<file path="src/irq_gate_params.svh">
// Constants for the interrupt gate and stack select flag logic.
// Assumes inclusion by the package and the design files.
`ifndef IRQ_GATE_PARAMS_SVH
`define IRQ_GATE_PARAMS_SVH

// ----------------------------------------
// Widths, field positions and reset values
// ----------------------------------------
`define LEVEL_W          3
`define TRAP_NUM_W       6
`define SP_W             16
`define LOW_TRAP_LAST    6'h1F
`define FLAGS_I_BIT      0
`define FLAGS_U_BIT      1
`define RST_I_FLAG       1'h0
`define RST_U_FLAG       1'h0
`define RST_LEVEL        3'h0

`endif

</file>
<file path="src/irq_gate_pkg.sv">
// Types for the interrupt gate and stack select flag logic.
// Assumes irq_gate_params.svh is on the include path.
`include "irq_gate_params.svh"

package irq_gate_pkg;

  typedef logic [`LEVEL_W-1:0]    level_t;
  typedef logic [`TRAP_NUM_W-1:0] trap_num_t;
  typedef logic [`SP_W-1:0]       sp_t;

endpackage

</file>
<file path="src/irq_flag_stack_select.sv">
// Interrupt enable flag, stack select flag and priority threshold of the core.
// Assumes all inputs come from logic on clk_i (sequencer and request arbiter).
//
// How it works
// RQ1 - Interrupt enable flag zero blocks maskable requests
// RQ2 - Acknowledge clears the interrupt enable flag
// RQ3 - Stack select zero trap pointer, one app
// RQ4 - Hardware acknowledge or trap 0..31 clears select
// RQ5 - Three-bit threshold; accept only higher priority
`timescale 1ns/1ps
`include "irq_gate_params.svh"

module irq_flag_stack_select
(
  // Clock, reset, enable
  input  wire logic                      clk_i,
  input  wire logic                      sys_rst_i,
  input  wire logic                      clk_en_i,
  // Flag writes from instructions
  input  wire logic                      i_flag_wr_i,
  input  wire logic                      i_flag_val_i,
  input  wire logic                      u_flag_wr_i,
  input  wire logic                      u_flag_val_i,
  input  wire logic                      level_wr_i,
  input  wire irq_gate_pkg::level_t      level_val_i,
  // Interrupt request and acknowledge
  input  wire logic                      irq_req_i,
  input  wire logic                      irq_maskable_i,
  input  wire irq_gate_pkg::level_t      irq_level_i,
  input  wire logic                      irq_ack_i,
  // Software trap execution
  input  wire logic                      trap_exec_i,
  input  wire irq_gate_pkg::trap_num_t   trap_num_i,
  // Stack pointers
  input  wire irq_gate_pkg::sp_t         trap_stack_pointer_i,
  input  wire irq_gate_pkg::sp_t         app_stack_pointer_i,
  // Outputs
  output wire logic                      irq_accept_o,
  output wire logic                      i_flag_o,
  output wire logic                      u_flag_o,
  output wire irq_gate_pkg::level_t      level_threshold_o,
  output wire irq_gate_pkg::sp_t         active_sp_o
);

  // ----------------------------------------
  // Flag state
  // ----------------------------------------
  logic                 i_flag_r;
  logic                 i_flag_nxt;
  logic                 u_flag_r;
  logic                 u_flag_nxt;
  irq_gate_pkg::level_t level_r;
  irq_gate_pkg::level_t level_nxt;
  irq_gate_pkg::sp_t    active_sp_r;
  irq_gate_pkg::sp_t    active_sp_nxt;

  wire above;
  wire low_trap;
  wire clear_u;

  // ----------------------------------------
  // Acceptance decision
  // ----------------------------------------
  level_compare u_cmp
  (
    .req_level_i       (irq_level_i),
    .level_threshold_i (level_r),
    .above_o           (above)
  );

  // Non-maskable requests ignore both the flag and the threshold
  assign irq_accept_o = irq_req_i & (~irq_maskable_i | (i_flag_r & above)); // [RQ1] [RQ5]

  // ----------------------------------------
  // Next-state decode
  // ----------------------------------------
  assign low_trap = trap_exec_i & (trap_num_i <= `LOW_TRAP_LAST);
  assign clear_u  = irq_ack_i | low_trap; // [RQ4]

  // Hardware clears take priority over an instruction write in the same cycle
  assign i_flag_nxt = irq_ack_i ? 1'h0 : (i_flag_wr_i ? i_flag_val_i : i_flag_r); // [RQ2]
  assign u_flag_nxt = clear_u ? 1'h0 : (u_flag_wr_i ? u_flag_val_i : u_flag_r); // [RQ4]
  assign level_nxt  = level_wr_i ? level_val_i : level_r; // [RQ5]
  assign active_sp_nxt = u_flag_nxt ? app_stack_pointer_i : trap_stack_pointer_i; // [RQ3]

  always_ff @(posedge clk_i)
  begin
    if (sys_rst_i)
    begin
      i_flag_r    <= `RST_I_FLAG;
      u_flag_r    <= `RST_U_FLAG;
      level_r     <= `RST_LEVEL;
      active_sp_r <= '0;
    end
    else if (clk_en_i)
    begin
      i_flag_r    <= i_flag_nxt;
      u_flag_r    <= u_flag_nxt;
      level_r     <= level_nxt;
      active_sp_r <= active_sp_nxt;
    end
  end

  assign i_flag_o          = i_flag_r;
  assign u_flag_o          = u_flag_r;
  assign level_threshold_o = level_r;
  assign active_sp_o       = active_sp_r;

  // ----------------------------------------
  // Checks
  // ----------------------------------------
  a_mask_blocks: assert property (@(posedge clk_i) disable iff (sys_rst_i) // [RQ1]
    (irq_req_i && irq_maskable_i && !i_flag_r) |-> !irq_accept_o)
    else $error("maskable request accepted with enable flag low");

  a_ack_clears_i: assert property (@(posedge clk_i) disable iff (sys_rst_i) // [RQ2]
    (clk_en_i && irq_ack_i) |=> !i_flag_o)
    else $error("enable flag not cleared after acknowledge");

  a_sp_select: assert property (@(posedge clk_i) disable iff (sys_rst_i) // [RQ3]
    clk_en_i |=> active_sp_o ==
      (u_flag_o ? $past(app_stack_pointer_i) : $past(trap_stack_pointer_i)))
    else $error("active stack pointer does not follow select flag");

  a_trap_clears_u: assert property (@(posedge clk_i) disable iff (sys_rst_i) // [RQ4]
    (clk_en_i && trap_exec_i && trap_num_i < 6'h20) |=> !u_flag_o)
    else $error("select flag not cleared by low trap");

  a_high_trap_keeps: assert property (@(posedge clk_i) disable iff (sys_rst_i) // [RQ4]
    (clk_en_i && trap_exec_i && trap_num_i >= 6'h20 && !irq_ack_i && !u_flag_wr_i)
      |=> u_flag_o == $past(u_flag_o))
    else $error("select flag changed by high trap");

  a_level_gate: assert property (@(posedge clk_i) disable iff (sys_rst_i) // [RQ5]
    (irq_req_i && irq_maskable_i && i_flag_r)
      |-> irq_accept_o == (irq_level_i > level_threshold_o))
    else $error("priority comparison wrong");

  // ----------------------------------------
  // Reset, freeze, write, acceptance and clear checks
  // ----------------------------------------
  a_reset_clears_all: assert property (@(posedge clk_i) // [RQ1]
    sys_rst_i
      |=> (!i_flag_o && !u_flag_o && level_threshold_o == 3'h0 && active_sp_o == 16'h0000))
    else $error("flags not cleared by reset");

  a_nmi_passes: assert property (@(posedge clk_i) disable iff (sys_rst_i) // [RQ1]
    (irq_req_i && !irq_maskable_i)
      |-> irq_accept_o)
    else $error("non-maskable request not accepted");

  a_no_req_idle: assert property (@(posedge clk_i) disable iff (sys_rst_i) // [RQ1]
    !irq_req_i
      |-> !irq_accept_o)
    else $error("accept raised without a request");

  a_ack_beats_write: assert property (@(posedge clk_i) disable iff (sys_rst_i) // [RQ2]
    (clk_en_i && irq_ack_i && i_flag_wr_i && i_flag_val_i)
      |=> !i_flag_o)
    else $error("enable flag write won over acknowledge");

  a_i_write_lands: assert property (@(posedge clk_i) disable iff (sys_rst_i) // [RQ2]
    (clk_en_i && i_flag_wr_i && !irq_ack_i)
      |=> i_flag_o == $past(i_flag_val_i))
    else $error("enable flag write lost");

  a_i_holds: assert property (@(posedge clk_i) disable iff (sys_rst_i) // [RQ2]
    (clk_en_i && !i_flag_wr_i && !irq_ack_i)
      |=> i_flag_o == $past(i_flag_o))
    else $error("enable flag changed without cause");

  a_freeze_state: assert property (@(posedge clk_i) disable iff (sys_rst_i) // [RQ3]
    !clk_en_i
      |=> {i_flag_o, u_flag_o, level_threshold_o, active_sp_o} ==
          $past({i_flag_o, u_flag_o, level_threshold_o, active_sp_o}))
    else $error("state moved while clock enable low");

  a_sp_after_ack: assert property (@(posedge clk_i) disable iff (sys_rst_i) // [RQ3]
    (clk_en_i && irq_ack_i)
      |=> active_sp_o == $past(trap_stack_pointer_i))
    else $error("trap stack pointer not active after acknowledge");

  a_sp_app_side: assert property (@(posedge clk_i) disable iff (sys_rst_i) // [RQ3]
    (clk_en_i && u_flag_wr_i && u_flag_val_i && !irq_ack_i && !trap_exec_i)
      |=> active_sp_o == $past(app_stack_pointer_i))
    else $error("app stack pointer not active after select write");

  a_ack_clears_u: assert property (@(posedge clk_i) disable iff (sys_rst_i) // [RQ4]
    (clk_en_i && irq_ack_i)
      |=> !u_flag_o)
    else $error("select flag not cleared after acknowledge");

  a_trap_last_low: assert property (@(posedge clk_i) disable iff (sys_rst_i) // [RQ4]
    (clk_en_i && trap_exec_i && trap_num_i == 6'h1F)
      |=> !u_flag_o)
    else $error("select flag not cleared by highest low trap");

  a_u_write_lands: assert property (@(posedge clk_i) disable iff (sys_rst_i) // [RQ4]
    (clk_en_i && u_flag_wr_i && !irq_ack_i && !(trap_exec_i && trap_num_i < 6'h20))
      |=> u_flag_o == $past(u_flag_val_i))
    else $error("select flag write lost");

  a_level_write: assert property (@(posedge clk_i) disable iff (sys_rst_i) // [RQ5]
    (clk_en_i && level_wr_i)
      |=> level_threshold_o == $past(level_val_i))
    else $error("threshold write lost");

  a_level_holds: assert property (@(posedge clk_i) disable iff (sys_rst_i) // [RQ5]
    (clk_en_i && !level_wr_i)
      |=> level_threshold_o == $past(level_threshold_o))
    else $error("threshold changed without write");

  a_top_level_blocks: assert property (@(posedge clk_i) disable iff (sys_rst_i) // [RQ5]
    (irq_req_i && irq_maskable_i && level_threshold_o == 3'h7)
      |-> !irq_accept_o)
    else $error("maskable request accepted at top threshold");

endmodule

</file>
<file path="src/level_compare.sv">
// Priority comparator: a request passes when its level beats the threshold.
// Assumes both inputs are on clk_i of the caller.
`timescale 1ns/1ps
`include "irq_gate_params.svh"

module level_compare
(
  // Levels
  input  wire irq_gate_pkg::level_t req_level_i,
  input  wire irq_gate_pkg::level_t level_threshold_i,
  // Result
  output wire logic                 above_o
);

  assign above_o = req_level_i > level_threshold_i; // [RQ5]

endmodule

</file>
<file path="config.mk">
export PLATFORM = sky130hd
export DESIGN_NAME = irq_flag_stack_select
export DESIGN_NICKNAME = d
export VERILOG_FILES = /design/src/irq_gate_pkg.sv /design/src/irq_flag_stack_select.sv /design/src/level_compare.sv
export VERILOG_INCLUDE_DIRS = /design/src
export SDC_FILE = /design/constraint.sdc
export NUM_CORES = 1
export LEC_CHECK = 0
export BUFFER_PORTS_ARGS = -buffer_cell sky130_fd_sc_hd__buf_2
export CAP_MARGIN = 5
export CORE_ASPECT_RATIO = 1.75
export CORE_UTILIZATION = 39
export DETAILED_ROUTE_END_ITERATION = 10
export PLACE_DENSITY_LB_ADDON = 0.25
export REMOVE_ABC_BUFFERS = 1
export SLEW_MARGIN = 10
export SYNTH_ARGS = -nofsm -noshare
export SYNTH_HDL_FRONTEND = slang
export SYNTH_SLANG_ARGS = --single-unit
</file>
<file path="constraint.sdc">
create_clock -name clk_i -period 1.9 [get_ports clk_i]
set_clock_uncertainty 0.2 [all_clocks]
set_input_delay 0.19 -clock clk_i [delete_from_list [all_inputs] [get_ports clk_i]]
set_output_delay 0.19 -clock clk_i [all_outputs]
set_load 0.05 [all_outputs]
</file>
Yosys cells after proc, flatten, opt, wreduce, memory -nomap -nowiden
Cells that the tools add are included.
{ "op_classes": {"order_cmp": 2, "mux": 5, "bitwise_logic": 6, "reduce_logical": 3} }
{ "op_table": {"columns": ["operator", "n"], "rows": [
  ["$mux 16", 1],
  ["$le 6x5->1 const B", 1],
  ["$mux 1", 4],
  ["$reduce_and 2->1", 2],
  ["$and 1x1->1", 3],
  ["$gt 3x3->1", 1],
  ["$or 1x1->1", 2],
  ["$reduce_bool 2->1", 1],
  ["$not 1->1", 1]
]} }
{ "word_totals": {"reg_bits": 21, "input_bits": 56, "output_inout_bits": 22, "wordCells": 20} }

Logic depth before layout (Yosys ltp)
{ "depth": {"depth_word": 5, "depth_mapped": 6, "depth_no_buf": 6} }

Cells and area by module
A second synthesis with hierarchy kept.
{ "hier_totals": {"hier_cells": 134, "hier_area_um2": 1261.2} }
{ "modules_own_cells": {"columns": ["module", "n_inst", "cells_per_inst", "area_per_inst_um2", "seq_area_each_um2"], "rows": [
  ["irq_flag_stack_select", 1, 124, 1188.6, 420.4],
  ["level_compare", 1, 10, 72.6, 0.0]
]} }

Worst setup path after synthesis
Ideal clock, no wire load.
{ "synth_timing": {"path_kind": "flip-flop to output port", "startpoint": "register level_r[1], in the netlist level_threshold_o[1]", "endpoint": "output port irq_accept_o", "arrival_time_ns": 2.473, "required_time_ns": 1.510, "slack_ns": -0.963, "path_stages_with_launch": 7, "path_buffers": 0, "path_cell_list": "dfxtp_1 inv_1 ha_1 nor2b_1 o21a_1 o211ai_1 a21boi_0"} }
{ "synth_via": {"elab_chain_cells": 4} }
{ "synth_rtl": {"columns": ["element", "line", "source"], "rows": [
  ["start: declaration", "irq_flag_stack_select.sv:52", "irq_gate_pkg::level_t level_r;"],
  ["start signal: assignment", "irq_flag_stack_select.sv:92", "level_r <= `RST_LEVEL;"],
  ["start signal: assignment", "irq_flag_stack_select.sv:99", "level_r <= level_nxt;"],
  ["$gt 3x3->1", "level_compare.sv:15", "assign above_o = req_level_i > level_threshold_i;"],
  ["$and 1x1->1", "irq_flag_stack_select.sv:72", "assign irq_accept_o = irq_req_i & (~irq_maskable_i | (i_flag_r & above));"],
  ["$or 1x1->1", "irq_flag_stack_select.sv:72", null],
  ["$and 1x1->1", "irq_flag_stack_select.sv:72", null],
  ["end: declaration", "irq_flag_stack_select.sv:38", "output wire logic irq_accept_o,"]
]} }
No other way between the ends.

Worst setup path after layout
Same ends and word-level chain as after synthesis.

==> summary.md <==
| Metric | Value |
|---|---|
| Final setup fails | `1` |
| Max cap viols | `0` |
| Die ar. | `0.002925 sq mm` |
| Share of cells above drive strength 1 | `46.12%` |
| ANT cells | `0` |
| Vias | `1,169` |
| Reg2reg path depth | `4` |
| Failing checks | `negative setup slack` |
| Maximum vdd ir drop | `405.9 uV` |
| Worst path arrival time | `1.55 ns` |
| 1st-iter DRT viols | `28` |
| Later-pin clock latency in the skew report | `0.25 ns` |
| Port buffer count | `72` |
| Synth-to-Final Area Change | `53.26%` |
| Max Slew Vio Count | `0` |
| Placed cell count | `216` |
| # IOs | `78` |
| CP Data Required Time | `1.51 ns` |
| Slew @ Worst Pin | `0.4689 ns` |
| Seq cells post-synth | `21` |
| Nets | `266` |
| DIE HEIGHT | `70.80 microns` |
| Syn Std Cell Area | `0.001055 sq mm` |
| Worst path slowest cell | `dfxtp_2` |
| RePlAce Congestion | `0.6666` |
| Worst hold-check path type | `primary input to flop` |
| Period utilization | `102.0%` |
| Worst-path clk slew | `0.08 ns` |
| Setup CP Type | `flop to output port` |
| Final ANT Viol Nets | `0` |
| Synth warn | `0` |
| H-tree depth | `1` |
| CTS sink cnt | `21` |
| Run status | `complete, but fails checks` |
| Slack of the critical path | `-0.03822 ns` |
| Pin count of the biggest net entering global routing | `40` |
| Total track usage | `21.47%` |
| DR pass1 iterations | `4` |
| Largest stage delay, worst path | `0.34 ns` |
| CTS tree | `yes` |
| DP HPWL | `2067 microns` |
| Total CTS buffers | `3` |
| Most frequent cells in the layout | `buf_2, nand2_1, dfxtp_1` |
| Critical path, cell by cell | `inv_2 > ha_4 > nor2b_4 > o21a_1 > o211ai_1 > a21boi_1 > buf_4` |
| Root buf cell | `clkbuf_8` |
| WHS Endpoint | `active_sp_o[12]` |
| Non-Filler Instances | `232` |
| Starting Density | `41.82%` |
| Final wirelength | `3060 microns` |
| Netlist cell types | `22` |
| Power density over cell area | `685.2 mW/mm^2` |
| P_leak | `0.7783 nW` |
| Most used flip-flop cell after synthesis | `dfxtp_1` |
| First-pass GRT wire length | `4519 microns` |
| CP Max Fanout | `2` |
| FF-to-FF End | `active_sp_o[13]` |
| RSZ-0062 raised after global routing | `true` |
| Via density per instance | `5.039` |
| Slew HR | `68.74%` |
| Core Area | `0.002522 sq mm` |
| Wire length per cell | `13.19 microns` |
| Commonest non-fill, non-tap cell in the layout | `buf_2` |
| Post-Place Worst Slack | `0.06407 ns` |
| Critical path capture point type | `output port` |
| Critical path startpoint category | `flop` |
| Die width | `41.31 microns` |
| Final Hold Fails | `0` |
| Vias in the first global route | `1,088` |
| Worst R2R Start | `u_flag_o` |
| Worst Hold Depth | `3` |
| Minimum clock period | `1.938 ns` |
| CTS max path bufs | `2` |
| Num rows | `24` |
| Sequential area share after synthesis | `39.86%` |
| Avg Cell Area, Syn | `8.506 sq um` |
| Number of flops mapped to enable cells by yosys | `0` |
| Antenna violations before repair | `0` |
| Min-delay src | `trap_stack_pointer_i[12]` |
| Syn Inst Count | `124` |
| DR DRC count | `0` |
| Worst reg-to-reg setup slack | `0.33 ns` |
| Ys async rst share | `0%` |
| Maximum achievable frequency | `515.9 MHz` |
| GR Overflow Total | `0` |
-- power breakdown --
part | leakage (nW) | internal, W | switching, W | total (W)
clock network | 0.0255 | 0.000146 | 0.000143 | 0.000289
logic | 0.579 | 0.000126 | 0.000208 | 0.000335
registers | 0.174 | 0.000469 | 0.0000153 | 0.000484
-- how the worst max path moves through the flow --
stage                          from  slack, ns  depth (start not counted)            to
2_1_floorplan  level_threshold_o[1]      -0.96                          6  irq_accept_o
3_3_place_gp   level_threshold_o[1]       0.13                          7  irq_accept_o
3_5_place_dp   level_threshold_o[1]       0.06                          7  irq_accept_o
4_1_cts        level_threshold_o[1]      -0.04                          7  irq_accept_o
5_1_grt        level_threshold_o[1]      -0.16                          7  irq_accept_o
6_report       level_threshold_o[1]      -0.04                          7  irq_accept_o
-- critical path, delay by kind of cell, from the launching register on --
| kind | cells | cell delay [ns] |
|---|---|---|
| buffers and inverters | 2 | 0.25 |
| AOI/OAI and AO/OA | 3 | 0.31 |
| adders and majority gates | 1 | 0.26 |
| and+or+nand+nor | 1 | 0.12 |
| DFF | 1 | 0.34 |
-- cell families after synthesis --
| logic type | after synthesis | synth area share, % |
|---|---|---|
| AOI/OAI and AO/OA | 26 | 25.98 |
| DFF | 21 | 39.86 |
| buffers and inverters | 12 | 5.812 |
| and+or+nand+nor | 60 | 22.54 |
| muxes | 2 | 2.254 |
| adders and majority gates | 3 | 3.559 |
-- routing by layer --
layer / global-route usage (%) / share of wire, %
met1: 22.16 / 36
met2: 40.10 / 57
met3: 2.821 / 4.8
met4: 6.452 / 1.9
met5: 0 / 0
-- stage by stage --
stage	TNS, ns	power, W	utilization, %	hold slack, ns	area (sq um)
2_1_floorplan	-0.9626	0.0006771	-	0.05786	1008
3_3_place_gp	0	0.0007905	56.65	0.2575	1429
3_5_place_dp	0	0.0008018	56.65	0.2603	1429
4_1_cts	-0.04142	0.001113	63.69	0.003100	1607
5_1_grt	-0.1611	0.001161	64.09	0.006749	1617
6_report	-0.03822	0.001108	64.09	0.006035	1617
-- repair_timing --
item | 4_1_cts | 5_1_grt
pin swaps | 1 | 0
hold buffers | 10 | 1
buffers inserted | 1 | 0
setup endpoints to repair | 1 | 1
hold endpoints to repair | 8 | 1
gates resized for setup | 6 | 0
-- flip-flops by register name (all words and copies together), names as in the netlist --
signal,cells
i_flag_o,1
u_flag_o,1
level_threshold_o,3
active_sp_o,16
-- final cells by class --
type	instances	area (sq um)
Timing Repair Buffer	86	508.0
Tap cell	26	32.53
Inverter	4	15.01
Clock buffer	3	41.29
Sequential cell	21	421.7
Multi-Input combinational cell	91	593.1
Fill cell	230	905.9
Clock inverter	1	5.005
-- Yosys cell counts (2+ instances only) --
cell type / instances / share of area (%)
clkbuf_1: 5 / 1.8
nand3_1: 4 / 1.9
a311oi_2: 9 / 13
buf_6: 2 / 2.1
a21oi_1: 4 / 1.9
ha_1: 3 / 3.6
a311oi_1: 7 / 5.8
inv_1: 4 / 1.4
nand2_1: 37 / 13
dfxtp_1: 21 / 40
nor2_1: 17 / 6.0
(Power assumes the default switching activity.)
